`src/rtl/clrb_pkg.sv`:
```
// constants, types and helpers shared by the configuration latch block
package clrb_pkg;

	// ----------------------------------------
	// bus and bank geometry
	// ----------------------------------------
	localparam int unsigned CLRB_NUM_BANKS = 12;
	localparam int unsigned CLRB_BANK_W    = 7;
	localparam int unsigned CLRB_ADDR_W    = 4;
	localparam int unsigned CLRB_DATA_W    = 8;
	localparam int unsigned CLRB_CHAR_W    = 10;
	localparam int unsigned CLRB_NUM_TX    = 2;
	localparam int unsigned CLRB_NUM_RX    = 2;
	localparam int unsigned CLRB_STRIDE    = 3;   // banks per channel

	// ----------------------------------------
	// bank offsets
	// ----------------------------------------
	localparam logic [3:0] CLRB_OFF_STATIC_BANK_0   = 4'h0;
	localparam logic [3:0] CLRB_OFF_STATIC_BANK_1   = 4'h1;
	localparam logic [3:0] CLRB_OFF_DYNAMIC_BANK_2  = 4'h2;
	localparam logic [3:0] CLRB_OFF_STATIC_BANK_3   = 4'h3;
	localparam logic [3:0] CLRB_OFF_STATIC_BANK_4   = 4'h4;
	localparam logic [3:0] CLRB_OFF_DYNAMIC_BANK_5  = 4'h5;
	localparam logic [3:0] CLRB_OFF_STATIC_BANK_6   = 4'h6;
	localparam logic [3:0] CLRB_OFF_STATIC_BANK_7   = 4'h7;
	localparam logic [3:0] CLRB_OFF_DYNAMIC_BANK_8  = 4'h8;
	localparam logic [3:0] CLRB_OFF_STATIC_BANK_9   = 4'h9;
	localparam logic [3:0] CLRB_OFF_STATIC_BANK_10  = 4'hA;
	localparam logic [3:0] CLRB_OFF_DYNAMIC_BANK_11 = 4'hB;
	localparam logic [3:0] CLRB_OFF_TX_BASE         = CLRB_OFF_STATIC_BANK_0;
	localparam logic [3:0] CLRB_OFF_RX_BASE         = CLRB_OFF_STATIC_BANK_6;

	// ----------------------------------------
	// field positions
	// ----------------------------------------
	localparam int unsigned CLRB_F_TX_CLKSEL   = 0;  // static bank, first
	localparam int unsigned CLRB_F_TX_RATE     = 1;  // static bank, first
	localparam int unsigned CLRB_F_TX_PRI_ON   = 0;  // dynamic bank
	localparam int unsigned CLRB_F_TX_SEC_ON   = 1;  // dynamic bank
	localparam int unsigned CLRB_F_TX_BIST_OFF = 2;  // dynamic bank
	localparam int unsigned CLRB_F_RX_RATE     = 0;  // static bank, first
	localparam int unsigned CLRB_F_RX_PWR_ON   = 0;  // dynamic bank
	localparam int unsigned CLRB_F_RC_PRI_ON   = 1;  // dynamic bank
	localparam int unsigned CLRB_F_RC_SEC_ON   = 2;  // dynamic bank
	localparam int unsigned CLRB_F_ST_MODE_LO  = 3;  // dynamic, two bits

	// ----------------------------------------
	// reset values and modes
	// ----------------------------------------
	localparam logic [6:0] CLRB_RST_TX_STATIC_A = 7'h01;
	localparam logic [6:0] CLRB_RST_TX_STATIC_B = 7'h00;
	localparam logic [6:0] CLRB_RST_TX_DYNAMIC  = 7'h04;
	localparam logic [6:0] CLRB_RST_RX_STATIC_A = 7'h01;
	localparam logic [6:0] CLRB_RST_RX_STATIC_B = 7'h00;
	localparam logic [6:0] CLRB_RST_RX_DYNAMIC  = 7'h18;
	localparam logic [1:0] CLRB_ST_MODE_CHECK   = 2'h2;

	// ----------------------------------------
	// checker constants
	// ----------------------------------------
	localparam int unsigned CLRB_LFSR_W      = 9;
	localparam logic [8:0]  CLRB_LFSR_SEED   = 9'h1FF;
	localparam int unsigned CLRB_LFSR_TAP    = 4;
	localparam int unsigned CLRB_LOOP_LEN    = 511;
	localparam logic [4:0]  CLRB_ABORT_LIMIT = 5'h10;
	localparam logic [2:0]  CLRB_STS_IDLE    = 3'h0;
	localparam logic [2:0]  CLRB_STS_MISS    = 3'h1;
	localparam logic [2:0]  CLRB_STS_LOOP_OK = 3'h2;
	localparam logic [2:0]  CLRB_STS_WAIT    = 3'h3;
	localparam logic [2:0]  CLRB_STS_LOOP_ER = 3'h4;
	localparam logic [2:0]  CLRB_STS_START   = 3'h7;

	typedef enum logic [2:0] {
		CLRB_CHK_START = 3'b001,
		CLRB_CHK_WAIT  = 3'b010,
		CLRB_CHK_CMP   = 3'b100
	} clrb_chk_state_t;

	// reset value of a bank from its address
	function automatic logic [6:0] clrb_bank_reset(input logic [3:0] a);
		logic [3:0] pos;
		pos = a % 4'(CLRB_STRIDE);
		if (a < CLRB_OFF_RX_BASE) begin
			clrb_bank_reset = (pos == 4'h0) ? CLRB_RST_TX_STATIC_A :
				(pos == 4'h1) ? CLRB_RST_TX_STATIC_B : CLRB_RST_TX_DYNAMIC;
		end else begin
			clrb_bank_reset = (pos == 4'h0) ? CLRB_RST_RX_STATIC_A :
				(pos == 4'h1) ? CLRB_RST_RX_STATIC_B : CLRB_RST_RX_DYNAMIC;
		end
	endfunction

endpackage

```
`src/rtl/clrb_lfsr.sv`:
```
// nine-bit lfsr producing the 511-character reference sequence
`timescale 1ns/10ps
module clrb_lfsr (
	input  wire logic                            clock_i,
	input  wire logic                            rst_i,
	input  wire logic                            load_i,
	input  wire logic                            step_i,
	output logic [clrb_pkg::CLRB_CHAR_W-1:0]     char_o,
	output logic                                 last_o
);
	import clrb_pkg::*;

	logic [CLRB_LFSR_W-1:0] lfsr_q;
	logic [CLRB_LFSR_W-1:0] lfsr_d;

	// next state, x^9 + x^5 + 1, period 511
	assign lfsr_d = {lfsr_q[CLRB_LFSR_W-2:0],
		lfsr_q[CLRB_LFSR_W-1] ^ lfsr_q[CLRB_LFSR_TAP]};

	// expected character and end of loop flag
	assign char_o = {lfsr_q, lfsr_q[CLRB_LFSR_W-1] ^ lfsr_q[0]};
	assign last_o = (lfsr_d == CLRB_LFSR_SEED);

	// seed reload or advance
	always_ff @(posedge clock_i or posedge rst_i) begin
		if (rst_i) begin
			lfsr_q <= CLRB_LFSR_SEED;
		end else if (load_i) begin
			lfsr_q <= CLRB_LFSR_SEED;
		end else if (step_i) begin
			lfsr_q <= lfsr_d;
		end
	end

endmodule // clrb_lfsr

```
`src/rtl/clrb_rx_checker.sv`:
```
// receive pattern checker for one channel
`timescale 1ns/10ps
module clrb_rx_checker (
	input  wire logic                            clock_i,
	input  wire logic                            rst_i,
	input  wire logic                            enable_i,
	input  wire logic                            lock_i,
	input  wire logic [clrb_pkg::CLRB_CHAR_W-1:0] char_i,
	output logic [2:0]                           status_o
);
	import clrb_pkg::*;

	clrb_chk_state_t             state_q;
	logic [CLRB_CHAR_W-1:0]      exp_char;
	logic                        last_char;
	logic                        match;
	logic                        start_char;
	logic [4:0]                  excess_q;
	logic                        loop_err_q;
	logic                        abort;
	logic                        in_cmp;

	assign in_cmp     = (state_q == CLRB_CHK_CMP);
	assign match      = (char_i == exp_char);
	assign start_char = match;
	assign abort      = in_cmp && !match &&
		(excess_q == CLRB_ABORT_LIMIT - 5'h01);

	// reference sequence
	clrb_lfsr u_lfsr (
		.clock_i (clock_i),
		.rst_i   (rst_i),
		.load_i  (!in_cmp && !(state_q == CLRB_CHK_WAIT && start_char)
			|| abort),
		.step_i  (in_cmp || (state_q == CLRB_CHK_WAIT && start_char)),
		.char_o  (exp_char),
		.last_o  (last_char)
	);

	// checker state machine
	always_ff @(posedge clock_i or posedge rst_i) begin
		if (rst_i) begin
			state_q <= CLRB_CHK_START;
		end else if (!lock_i || !enable_i) begin
			state_q <= CLRB_CHK_START;
		end else begin
			case (state_q)
				CLRB_CHK_START: state_q <= CLRB_CHK_WAIT;
				CLRB_CHK_WAIT: begin
					if (start_char) begin
						state_q <= CLRB_CHK_CMP;
					end
				end
				CLRB_CHK_CMP: begin
					if (abort) begin
						state_q <= CLRB_CHK_WAIT;
					end
				end
				default: state_q <= CLRB_CHK_START;
			endcase
		end
	end

	// excess of errors over matches, floored at zero
	always_ff @(posedge clock_i or posedge rst_i) begin
		if (rst_i) begin
			excess_q <= 5'h00;
		end else if (!in_cmp || abort) begin
			excess_q <= 5'h00;
		end else if (!match) begin
			excess_q <= excess_q + 5'h01;
		end else if (excess_q != 5'h00) begin
			excess_q <= excess_q - 5'h01;
		end
	end

	// error seen somewhere in the current loop
	always_ff @(posedge clock_i or posedge rst_i) begin
		if (rst_i) begin
			loop_err_q <= 1'b0;
		end else if (!in_cmp || last_char) begin
			loop_err_q <= 1'b0;
		end else if (!match) begin
			loop_err_q <= 1'b1;
		end
	end

	// status code per character
	always_ff @(posedge clock_i or posedge rst_i) begin
		if (rst_i) begin
			status_o <= CLRB_STS_IDLE;
		end else if (!enable_i) begin
			status_o <= CLRB_STS_IDLE;
		end else if (in_cmp && last_char) begin
			status_o <= (loop_err_q || !match) ?
				CLRB_STS_LOOP_ER : CLRB_STS_LOOP_OK;
		end else if (in_cmp) begin
			status_o <= match ? CLRB_STS_IDLE : CLRB_STS_MISS;
		end else if (state_q == CLRB_CHK_WAIT) begin
			status_o <= CLRB_STS_WAIT;
		end else begin
			status_o <= CLRB_STS_START;
		end
	end

	// ----------------------------------------
	// assertions
	// ----------------------------------------
	a_lock_loss_start: assert property (@(posedge clock_i) disable iff (rst_i)
		!lock_i |=> state_q == CLRB_CHK_START)
		else $error("checker not in start state after lock loss");
	a_abort_to_wait: assert property (@(posedge clock_i) disable iff (rst_i)
		abort && lock_i && enable_i |=> state_q == CLRB_CHK_WAIT)
		else $error("abort did not return checker to wait");
	a_loop_code_single: assert property (@(posedge clock_i)
		disable iff (rst_i)
		(status_o == CLRB_STS_LOOP_OK || status_o == CLRB_STS_LOOP_ER)
		|=> !(status_o == CLRB_STS_LOOP_OK
			|| status_o == CLRB_STS_LOOP_ER))
		else $error("loop completion code held longer than one char");
	a_disabled_idle: assert property (@(posedge clock_i) disable iff (rst_i)
		!enable_i [*2] |-> state_q == CLRB_CHK_START
			&& status_o == CLRB_STS_IDLE)
		else $error("checker active while disabled");

endmodule // clrb_rx_checker

```
`src/rtl/clrb_config_latch.sv`:
```
// configuration latch banks, power controls and receive self-test
`timescale 1ns/10ps
module clrb_config_latch (
	input  wire logic                            clock_i,
	input  wire logic                            rst_i,
	// configuration port
	input  wire logic                            config_write_strobe_n_i,
	input  wire logic [clrb_pkg::CLRB_ADDR_W-1:0] config_addr_i,
	input  wire logic [clrb_pkg::CLRB_DATA_W-1:0] config_data_i,
	// receive side
	input  wire logic [1:0]                      rx_pll_lock_i,
	input  wire logic [clrb_pkg::CLRB_CHAR_W-1:0] rx_char_0_i,
	input  wire logic [clrb_pkg::CLRB_CHAR_W-1:0] rx_char_1_i,
	output logic [clrb_pkg::CLRB_CHAR_W-1:0]     rx_parallel_out_0_o,
	output logic [clrb_pkg::CLRB_CHAR_W-1:0]     rx_parallel_out_1_o,
	output logic [1:0]                           selftest_status_bit_o,
	output logic [1:0]                           rx_channel_power_on_o,
	output logic [1:0]                           rx_rate_half_o,
	// reclock side
	output logic [1:0]                           primary_reclock_driver_on_o,
	output logic [1:0]                           secondary_reclock_driver_on_o,
	output logic [1:0]                           reclock_logic_on_o,
	// transmit side
	output logic [1:0]                           primary_tx_driver_on_o,
	output logic [1:0]                           secondary_tx_driver_on_o,
	output logic [1:0]                           tx_logic_on_o,
	output logic [1:0]                           tx_input_clock_select_o,
	output logic [1:0]                           tx_phase_align_bypass_o,
	output logic [1:0]                           tx_rate_double_o,
	output logic [1:0]                           tx_selftest_off_o
);
	import clrb_pkg::*;

	// ----------------------------------------
	// bank storage
	// ----------------------------------------
	logic [CLRB_BANK_W-1:0] bank_q [CLRB_NUM_BANKS];
	logic                   wr_hit;

	// address of a channel's bank, used by tx and rx decode
	function automatic logic [3:0] bank_addr(input logic [3:0] base,
		input int unsigned ch, input int unsigned pos);
		bank_addr = base + 4'(ch * CLRB_STRIDE + pos);
	endfunction

	// a write lands only on a mapped bank
	assign wr_hit = !config_write_strobe_n_i &&
		(config_addr_i <= CLRB_OFF_DYNAMIC_BANK_11);

	// latch write while strobe is low; upper data bit has no latch
	always_ff @(posedge clock_i or posedge rst_i) begin
		if (rst_i) begin
			for (int i = 0; i < CLRB_NUM_BANKS; i++) begin
				bank_q[i] <= clrb_bank_reset(4'(i));
			end
		end else if (wr_hit) begin
			bank_q[config_addr_i] <= config_data_i[CLRB_BANK_W-1:0];
		end
	end

	// ----------------------------------------
	// transmit channel decode
	// ----------------------------------------
	generate
		for (genvar t = 0; t < CLRB_NUM_TX; t++) begin : g_tx
			logic [CLRB_BANK_W-1:0] stat_a;
			logic [CLRB_BANK_W-1:0] dyn;
			assign stat_a = bank_q[bank_addr(CLRB_OFF_TX_BASE, t, 0)];
			assign dyn    = bank_q[bank_addr(CLRB_OFF_TX_BASE, t, 2)];

			// drivers follow their own enable latches
			assign primary_tx_driver_on_o[t]   = dyn[CLRB_F_TX_PRI_ON];
			assign secondary_tx_driver_on_o[t] = dyn[CLRB_F_TX_SEC_ON];
			// channel logic sleeps when both drivers are off
			assign tx_logic_on_o[t] = dyn[CLRB_F_TX_PRI_ON]
				| dyn[CLRB_F_TX_SEC_ON];
			// 1 selects reference clock and skips phase buffer
			assign tx_input_clock_select_o[t] = stat_a[CLRB_F_TX_CLKSEL];
			assign tx_phase_align_bypass_o[t] = stat_a[CLRB_F_TX_CLKSEL];
			assign tx_rate_double_o[t]  = stat_a[CLRB_F_TX_RATE];
			assign tx_selftest_off_o[t] = dyn[CLRB_F_TX_BIST_OFF];
		end
	endgenerate

	// ----------------------------------------
	// receive channel decode and checkers
	// ----------------------------------------
	logic [CLRB_CHAR_W-1:0] rx_char    [CLRB_NUM_RX];
	logic [CLRB_CHAR_W-1:0] rx_out_q   [CLRB_NUM_RX];
	logic [1:0]             st_mode    [CLRB_NUM_RX];
	logic [2:0]             chk_status [CLRB_NUM_RX];
	logic [CLRB_NUM_RX-1:0] chk_on;
	logic [CLRB_NUM_RX-1:0] sts_bit_q;

	assign rx_char[0] = rx_char_0_i;
	assign rx_char[1] = rx_char_1_i;

	generate
		for (genvar r = 0; r < CLRB_NUM_RX; r++) begin : g_rx
			logic [CLRB_BANK_W-1:0] stat_a;
			logic [CLRB_BANK_W-1:0] dyn;
			logic                   lock_eff;
			assign stat_a = bank_q[bank_addr(CLRB_OFF_RX_BASE, r, 0)];
			assign dyn    = bank_q[bank_addr(CLRB_OFF_RX_BASE, r, 2)];

			// power latch 0 turns pll and analog off
			assign rx_channel_power_on_o[r] = dyn[CLRB_F_RX_PWR_ON];
			assign rx_rate_half_o[r]        = stat_a[CLRB_F_RX_RATE];

			// reclock drivers and reclock function
			assign primary_reclock_driver_on_o[r]   = dyn[CLRB_F_RC_PRI_ON];
			assign secondary_reclock_driver_on_o[r] = dyn[CLRB_F_RC_SEC_ON];
			assign reclock_logic_on_o[r] = dyn[CLRB_F_RC_PRI_ON]
				| dyn[CLRB_F_RC_SEC_ON];

			// self-test mode and its enable
			assign st_mode[r] = dyn[CLRB_F_ST_MODE_LO +: 2];
			assign chk_on[r]  = (st_mode[r] == CLRB_ST_MODE_CHECK);

			// an unpowered pll can never report lock
			assign lock_eff = rx_pll_lock_i[r] & dyn[CLRB_F_RX_PWR_ON];

			clrb_rx_checker u_chk (
				.clock_i  (clock_i),
				.rst_i    (rst_i),
				.enable_i (chk_on[r]),
				.lock_i   (lock_eff),
				.char_i   (rx_char[r]),
				.status_o (chk_status[r])
			);

			// output register, untouched by the reclock controls
			always_ff @(posedge clock_i or posedge rst_i) begin
				if (rst_i) begin
					rx_out_q[r] <= '0;
				end else begin
					rx_out_q[r] <= rx_char[r];
				end
			end

			// status bit follows checker only in check mode
			always_ff @(posedge clock_i or posedge rst_i) begin
				if (rst_i) begin
					sts_bit_q[r] <= 1'b0;
				end else begin
					sts_bit_q[r] <= chk_on[r];
				end
			end
		end
	endgenerate

	// ----------------------------------------
	// output bus merge
	// ----------------------------------------
	// in check mode low two bits carry checker status, bit order reversed
	always_comb begin
		rx_parallel_out_0_o = rx_out_q[0];
		rx_parallel_out_1_o = rx_out_q[1];
		selftest_status_bit_o = 2'h0;
		if (sts_bit_q[0]) begin
			rx_parallel_out_0_o[1:0] = {chk_status[0][0],
				chk_status[0][1]};
			selftest_status_bit_o[0] = chk_status[0][2];
		end
		if (sts_bit_q[1]) begin
			rx_parallel_out_1_o[1:0] = {chk_status[1][0],
				chk_status[1][1]};
			selftest_status_bit_o[1] = chk_status[1][2];
		end
	end

	// ----------------------------------------
	// assertions
	// ----------------------------------------
	logic [CLRB_NUM_BANKS*CLRB_BANK_W-1:0] bank_flat;
	always_comb begin
		for (int i = 0; i < CLRB_NUM_BANKS; i++) begin
			bank_flat[i*CLRB_BANK_W +: CLRB_BANK_W] = bank_q[i];
		end
	end

	a_write_lands: assert property (@(posedge clock_i) disable iff (rst_i)
		wr_hit |=> bank_q[$past(config_addr_i)]
			== $past(config_data_i[CLRB_BANK_W-1:0]))
		else $error("write did not land in addressed bank");
	a_unmapped_ignored: assert property (@(posedge clock_i)
		disable iff (rst_i)
		(config_write_strobe_n_i || config_addr_i > CLRB_OFF_DYNAMIC_BANK_11)
		|=> $stable(bank_flat))
		else $error("banks changed without a mapped write");
	a_tx_drivers_follow: assert property (@(posedge clock_i)
		disable iff (rst_i)
		wr_hit && config_addr_i == CLRB_OFF_DYNAMIC_BANK_2
		|=> primary_tx_driver_on_o[0] == $past(config_data_i[CLRB_F_TX_PRI_ON])
			&& tx_logic_on_o[0] == |$past(config_data_i[1:0]))
		else $error("transmit driver enable did not follow write");
	a_reclock_stop: assert property (@(posedge clock_i) disable iff (rst_i)
		!primary_reclock_driver_on_o[0] && !secondary_reclock_driver_on_o[0]
		|-> !reclock_logic_on_o[0]
			##1 rx_out_q[0] == $past(rx_char_0_i))
		else $error("reclock off did not stop only the reclock path");
	a_power_latch: assert property (@(posedge clock_i) disable iff (rst_i)
		wr_hit && config_addr_i == CLRB_OFF_DYNAMIC_BANK_8
		&& !config_data_i[CLRB_F_RX_PWR_ON] |=> !rx_channel_power_on_o[0])
		else $error("receive power latch write ignored");
	a_status_gated: assert property (@(posedge clock_i) disable iff (rst_i)
		st_mode[1] != CLRB_ST_MODE_CHECK |=> !selftest_status_bit_o[1]
			&& rx_parallel_out_1_o == $past(rx_char_1_i))
		else $error("status bit on bus outside check mode");
	a_reset_defaults: assert property (@(posedge clock_i)
		$fell(rst_i) |-> !chk_on[0] && !chk_on[1]
			&& !primary_tx_driver_on_o[0] && !secondary_reclock_driver_on_o[1]
			&& tx_input_clock_select_o == 2'h3)
		else $error("latch defaults wrong after reset");

endmodule // clrb_config_latch

```
`config.mk`:
```
export PLATFORM = sky130hd
export DESIGN_NAME = clrb_config_latch
export DESIGN_NICKNAME = d
export VERILOG_FILES = /design/src/rtl/clrb_pkg.sv /design/src/rtl/clrb_lfsr.sv /design/src/rtl/clrb_rx_checker.sv /design/src/rtl/clrb_config_latch.sv
export SDC_FILE = /design/constraint.sdc
export NUM_CORES = 1
export LEC_CHECK = 0
export BUFFER_PORTS_ARGS = -buffer_cell sky130_fd_sc_hd__buf_4
export CAP_MARGIN = 20
export CELL_PAD_IN_SITES_DETAIL_PLACEMENT = 0
export CELL_PAD_IN_SITES_GLOBAL_PLACEMENT = 1
export CORE_ASPECT_RATIO = 0.5
export CORE_MARGIN = 3
export CORE_UTILIZATION = 39
export DETAILED_ROUTE_END_ITERATION = 12
export PLACE_DENSITY_LB_ADDON = 0.1
export SYNTH_ARGS = -nofsm -noshare
export SYNTH_HDL_FRONTEND = slang
export SYNTH_SLANG_ARGS = --single-unit
```
`constraint.sdc`:
```
create_clock -name clock_i -period 7.3 [get_ports clock_i]
set_clock_uncertainty 0.15 [all_clocks]
set_input_delay 1.46 -clock clock_i [delete_from_list [all_inputs] [get_ports clock_i]]
set_output_delay 1.46 -clock clock_i [all_outputs]
set_load 0.05 [all_outputs]
```
==> run metrics <==
status=finished clean; Die Ht=78.0 um; number of setup buffers added after CTS=0; Mapped Nets=389; WP data arrival=3.70 ns; die area=11700 um^2; IO Port Bufs=about 80; core area=a little under 10000 um^2; FMAX=0.277 GHz; initial antenna violation count=0; Slew HR=just under 70%; Post-synth EDFFs=0; CP Launch Type=primary input; DR vias/cell=between 4 and 5; Vias=2553; clock root cell=clkbuf_16; Final Cycle Share=about 49%; Yosys reg bits=86; placer congestion estimate=0.802; slowest CP cell=fa_1; unrepaired setup endpoints after global routing=no; final hold violation count=0; YS warnings=0; post-synth cell types=42; H-tree levels=3; drt initial violations=just over 90; critical path's top delay family=compound AO/OA/AOI/OAI gates; CTS resizes=0; initial core utilization=41.4%; Worst Path Max Fanout=10; Rows=25; crit path cell chain=buf_4 > xor2_1 > and3_1 > o211ai_4 > inv_1 > fa_1 > a21o_1 > a21oi_1 > xnor2_1 > nand4_1 > o31ai_1; most common flop cell mapped by yosys=dfrtp_1; Final #Nets=about 440; Fin Setup TNS=0 ns; VDD IR max=121 uV; maxcap violations=0; first-pass GRT wire length=13.2 mm; DRC errors left=0; CTS tree=built; ANT cells=0; CTS Sinks=86; total CTS buffers=9; Routed Antenna Nets=0; hold_buf cts=0; worst slew pin tran=0.457 ns; syn_area_per_cell=11.8 um^2; Synth Cell Area=roughly 4000 um^2; Routed WL=slightly below 8 mm; WS Path Type=primary input to flop; clock slew at reported path FFs=0.06 ns; WP buf/inv=2; largest net degree at the start of global routing=87; vias in the first global route=between 2000 and 3000; ys async rst share=100%; area grow syn2layout=20.5%; Die W=~150 um; share of cells above drive strength 1=41.6%; hpwl dp=5.75 mm; max-slew violation count=0; GRT Util Overall=14.2%; Util after Layout=49.9%; global route overflow=0; Ports=83; Synth Instances=343; WL/cell=14.5 um; largest stage delay on the critical path=roughly 0.44 ns; post-layout min period=3.60 ns; drt pass-1 iters=4; LEAKAGE=2.22 nW; PD cells=277 nW/um^2; most frequent cells in the layout=buf_4, dfrtp_1, dfstp_2; clk_lat worst skew=roughly 0.33 ns; Seq/Total Area, Yosys=a little over half; endpoints failing setup=0; CP endpoint kind=flop; overall power=1.35 mW; Worst Path Required=approximately 7.4 ns; Bufs on Longest Clock Path=2; type of the most critical hold path=flop to flop; commonest non-fill, non-tap cell in the layout=buf_4
## report_power, final
group          internal, mW  switching, mW
registers             0.533         0.0265
logic                 0.109          0.215
clock network         0.276          0.190
## logic make-up after synthesis
group           count (synthesis)  share of synthesized area [%]
xor+xnor                       27                           5.85
flops                          86                           54.1
compound gates                 30                           5.38
mux                            28                           7.74
fa+ha+maj                       9                           3.16
simple gates                  117                           16.1
buf+inv                        46                           7.64
## per-layer routing
metal | wire, um | vias to the layer above | global-route usage, %
li1 | - | 1235 | -
met1 | 3630 | 1278 | 18.5
met2 | 3790 | 35 | 23.6
met3 | 319 | 5 | 4.38
met4 | 43 | 0 | 3.01
met5 | 0 | - | 0
## path summary, 6_finish.rpt
path,from,slack [ns],cells past startpoint,to
worst min register to register,g_rx[1].u_chk.u_lfsr.lfsr_q[2],0.36,1,g_rx[1].u_chk.u_lfsr.lfsr_q[3]
worst max register to register,g_rx[1].u_chk.u_lfsr.lfsr_q[8],4.41,10,g_rx[1].u_chk.excess_q[4]
worst max-delay path,rx_char_1_i[0],3.70,11,g_rx[1].u_chk.excess_q[4]
min in group asynchronous,rst_i,0.96,3,rx_parallel_out_0_o[7]
max in group asynchronous,rst_i,5.40,4,g_rx[1].u_chk.u_lfsr.lfsr_q[2]
worst min-delay path,g_rx[1].u_chk.u_lfsr.lfsr_q[2],0.36,1,g_rx[1].u_chk.u_lfsr.lfsr_q[3]
## worst reg2reg max path, cell delays in order (launching register included)
cell and delay, ns:
dfstp_2 0.59, xor2_1 0.09, and3_1 0.21, o211ai_4 0.37, inv_1 0.20, fa_1 0.44
a21o_1 0.20, a21oi_1 0.19, xnor2_1 0.16, nand4_1 0.12, o31ai_1 0.09
## state kept, by name (all words and copies together), names as in the netlist
| register | flops |
|---|---|
| g_rx.u_chk.status_o | 6 |
| g_rx.u_chk.loop_err_q | 2 |
| g_tx.stat_a | 4 |
| rx_out_q | 4 |
| g_rx.u_chk.state_q | 6 |
| rx_parallel_out_1_o | 8 |
| rx_parallel_out_0_o | 8 |
| g_rx.u_chk.u_lfsr.lfsr_q | 18 |
| g_rx.u_chk.excess_q | 10 |
| sts_bit_q | 2 |
| g_tx.dyn | 6 |
| g_rx.dyn | 10 |
| g_rx.stat_a | 2 |
## final cells by class
cell class	count	area [um^2]
Inverter	6	23.8
Clock inverter	6	70.1
Clock buffer	10	239
Tap cell	135	169
Sequential cell	86	2190
Multi-Input combinational cell	211	1550
Fill cell	891	4890
Timing Repair Buffer	82	636
## synthesized netlist by cell type (all sizes together) (3+ instances only)
cell type   n  area, um^2
nand2      18        67.6
clkbuf      3        11.3
nand2b     17         106
xor2       19         166
xnor2       8        70.1
o211ai      3        36.3
nand4       6        37.5
and2        3        18.8
a21o        5        37.5
mux2       26         293
and3        3        18.8
a21oi      13        65.1
or2        16         100
inv         6        22.5
nor2       20        75.1
o31ai       4        43.8
nor3       13        65.1
dfstp      30         788
dfrtp      56        1400
nor4        5        52.6
buf        37         275
ha          7        87.6
nand3       5        25.0
## stage by stage
step                cell area [um^2]  instances  hold slack, ns  setup slack, ns
floorplan                       4040        343           0.331             3.52
global placement                4540        519           0.343             3.40
detailed placement              4540        519           0.352             3.35
CTS                             4840        535           0.362             3.70
global route                    4870        536           0.369             3.55
finish                          4870        536           0.359             3.70
No activity file was read; power rests on OpenSTA's default activity.
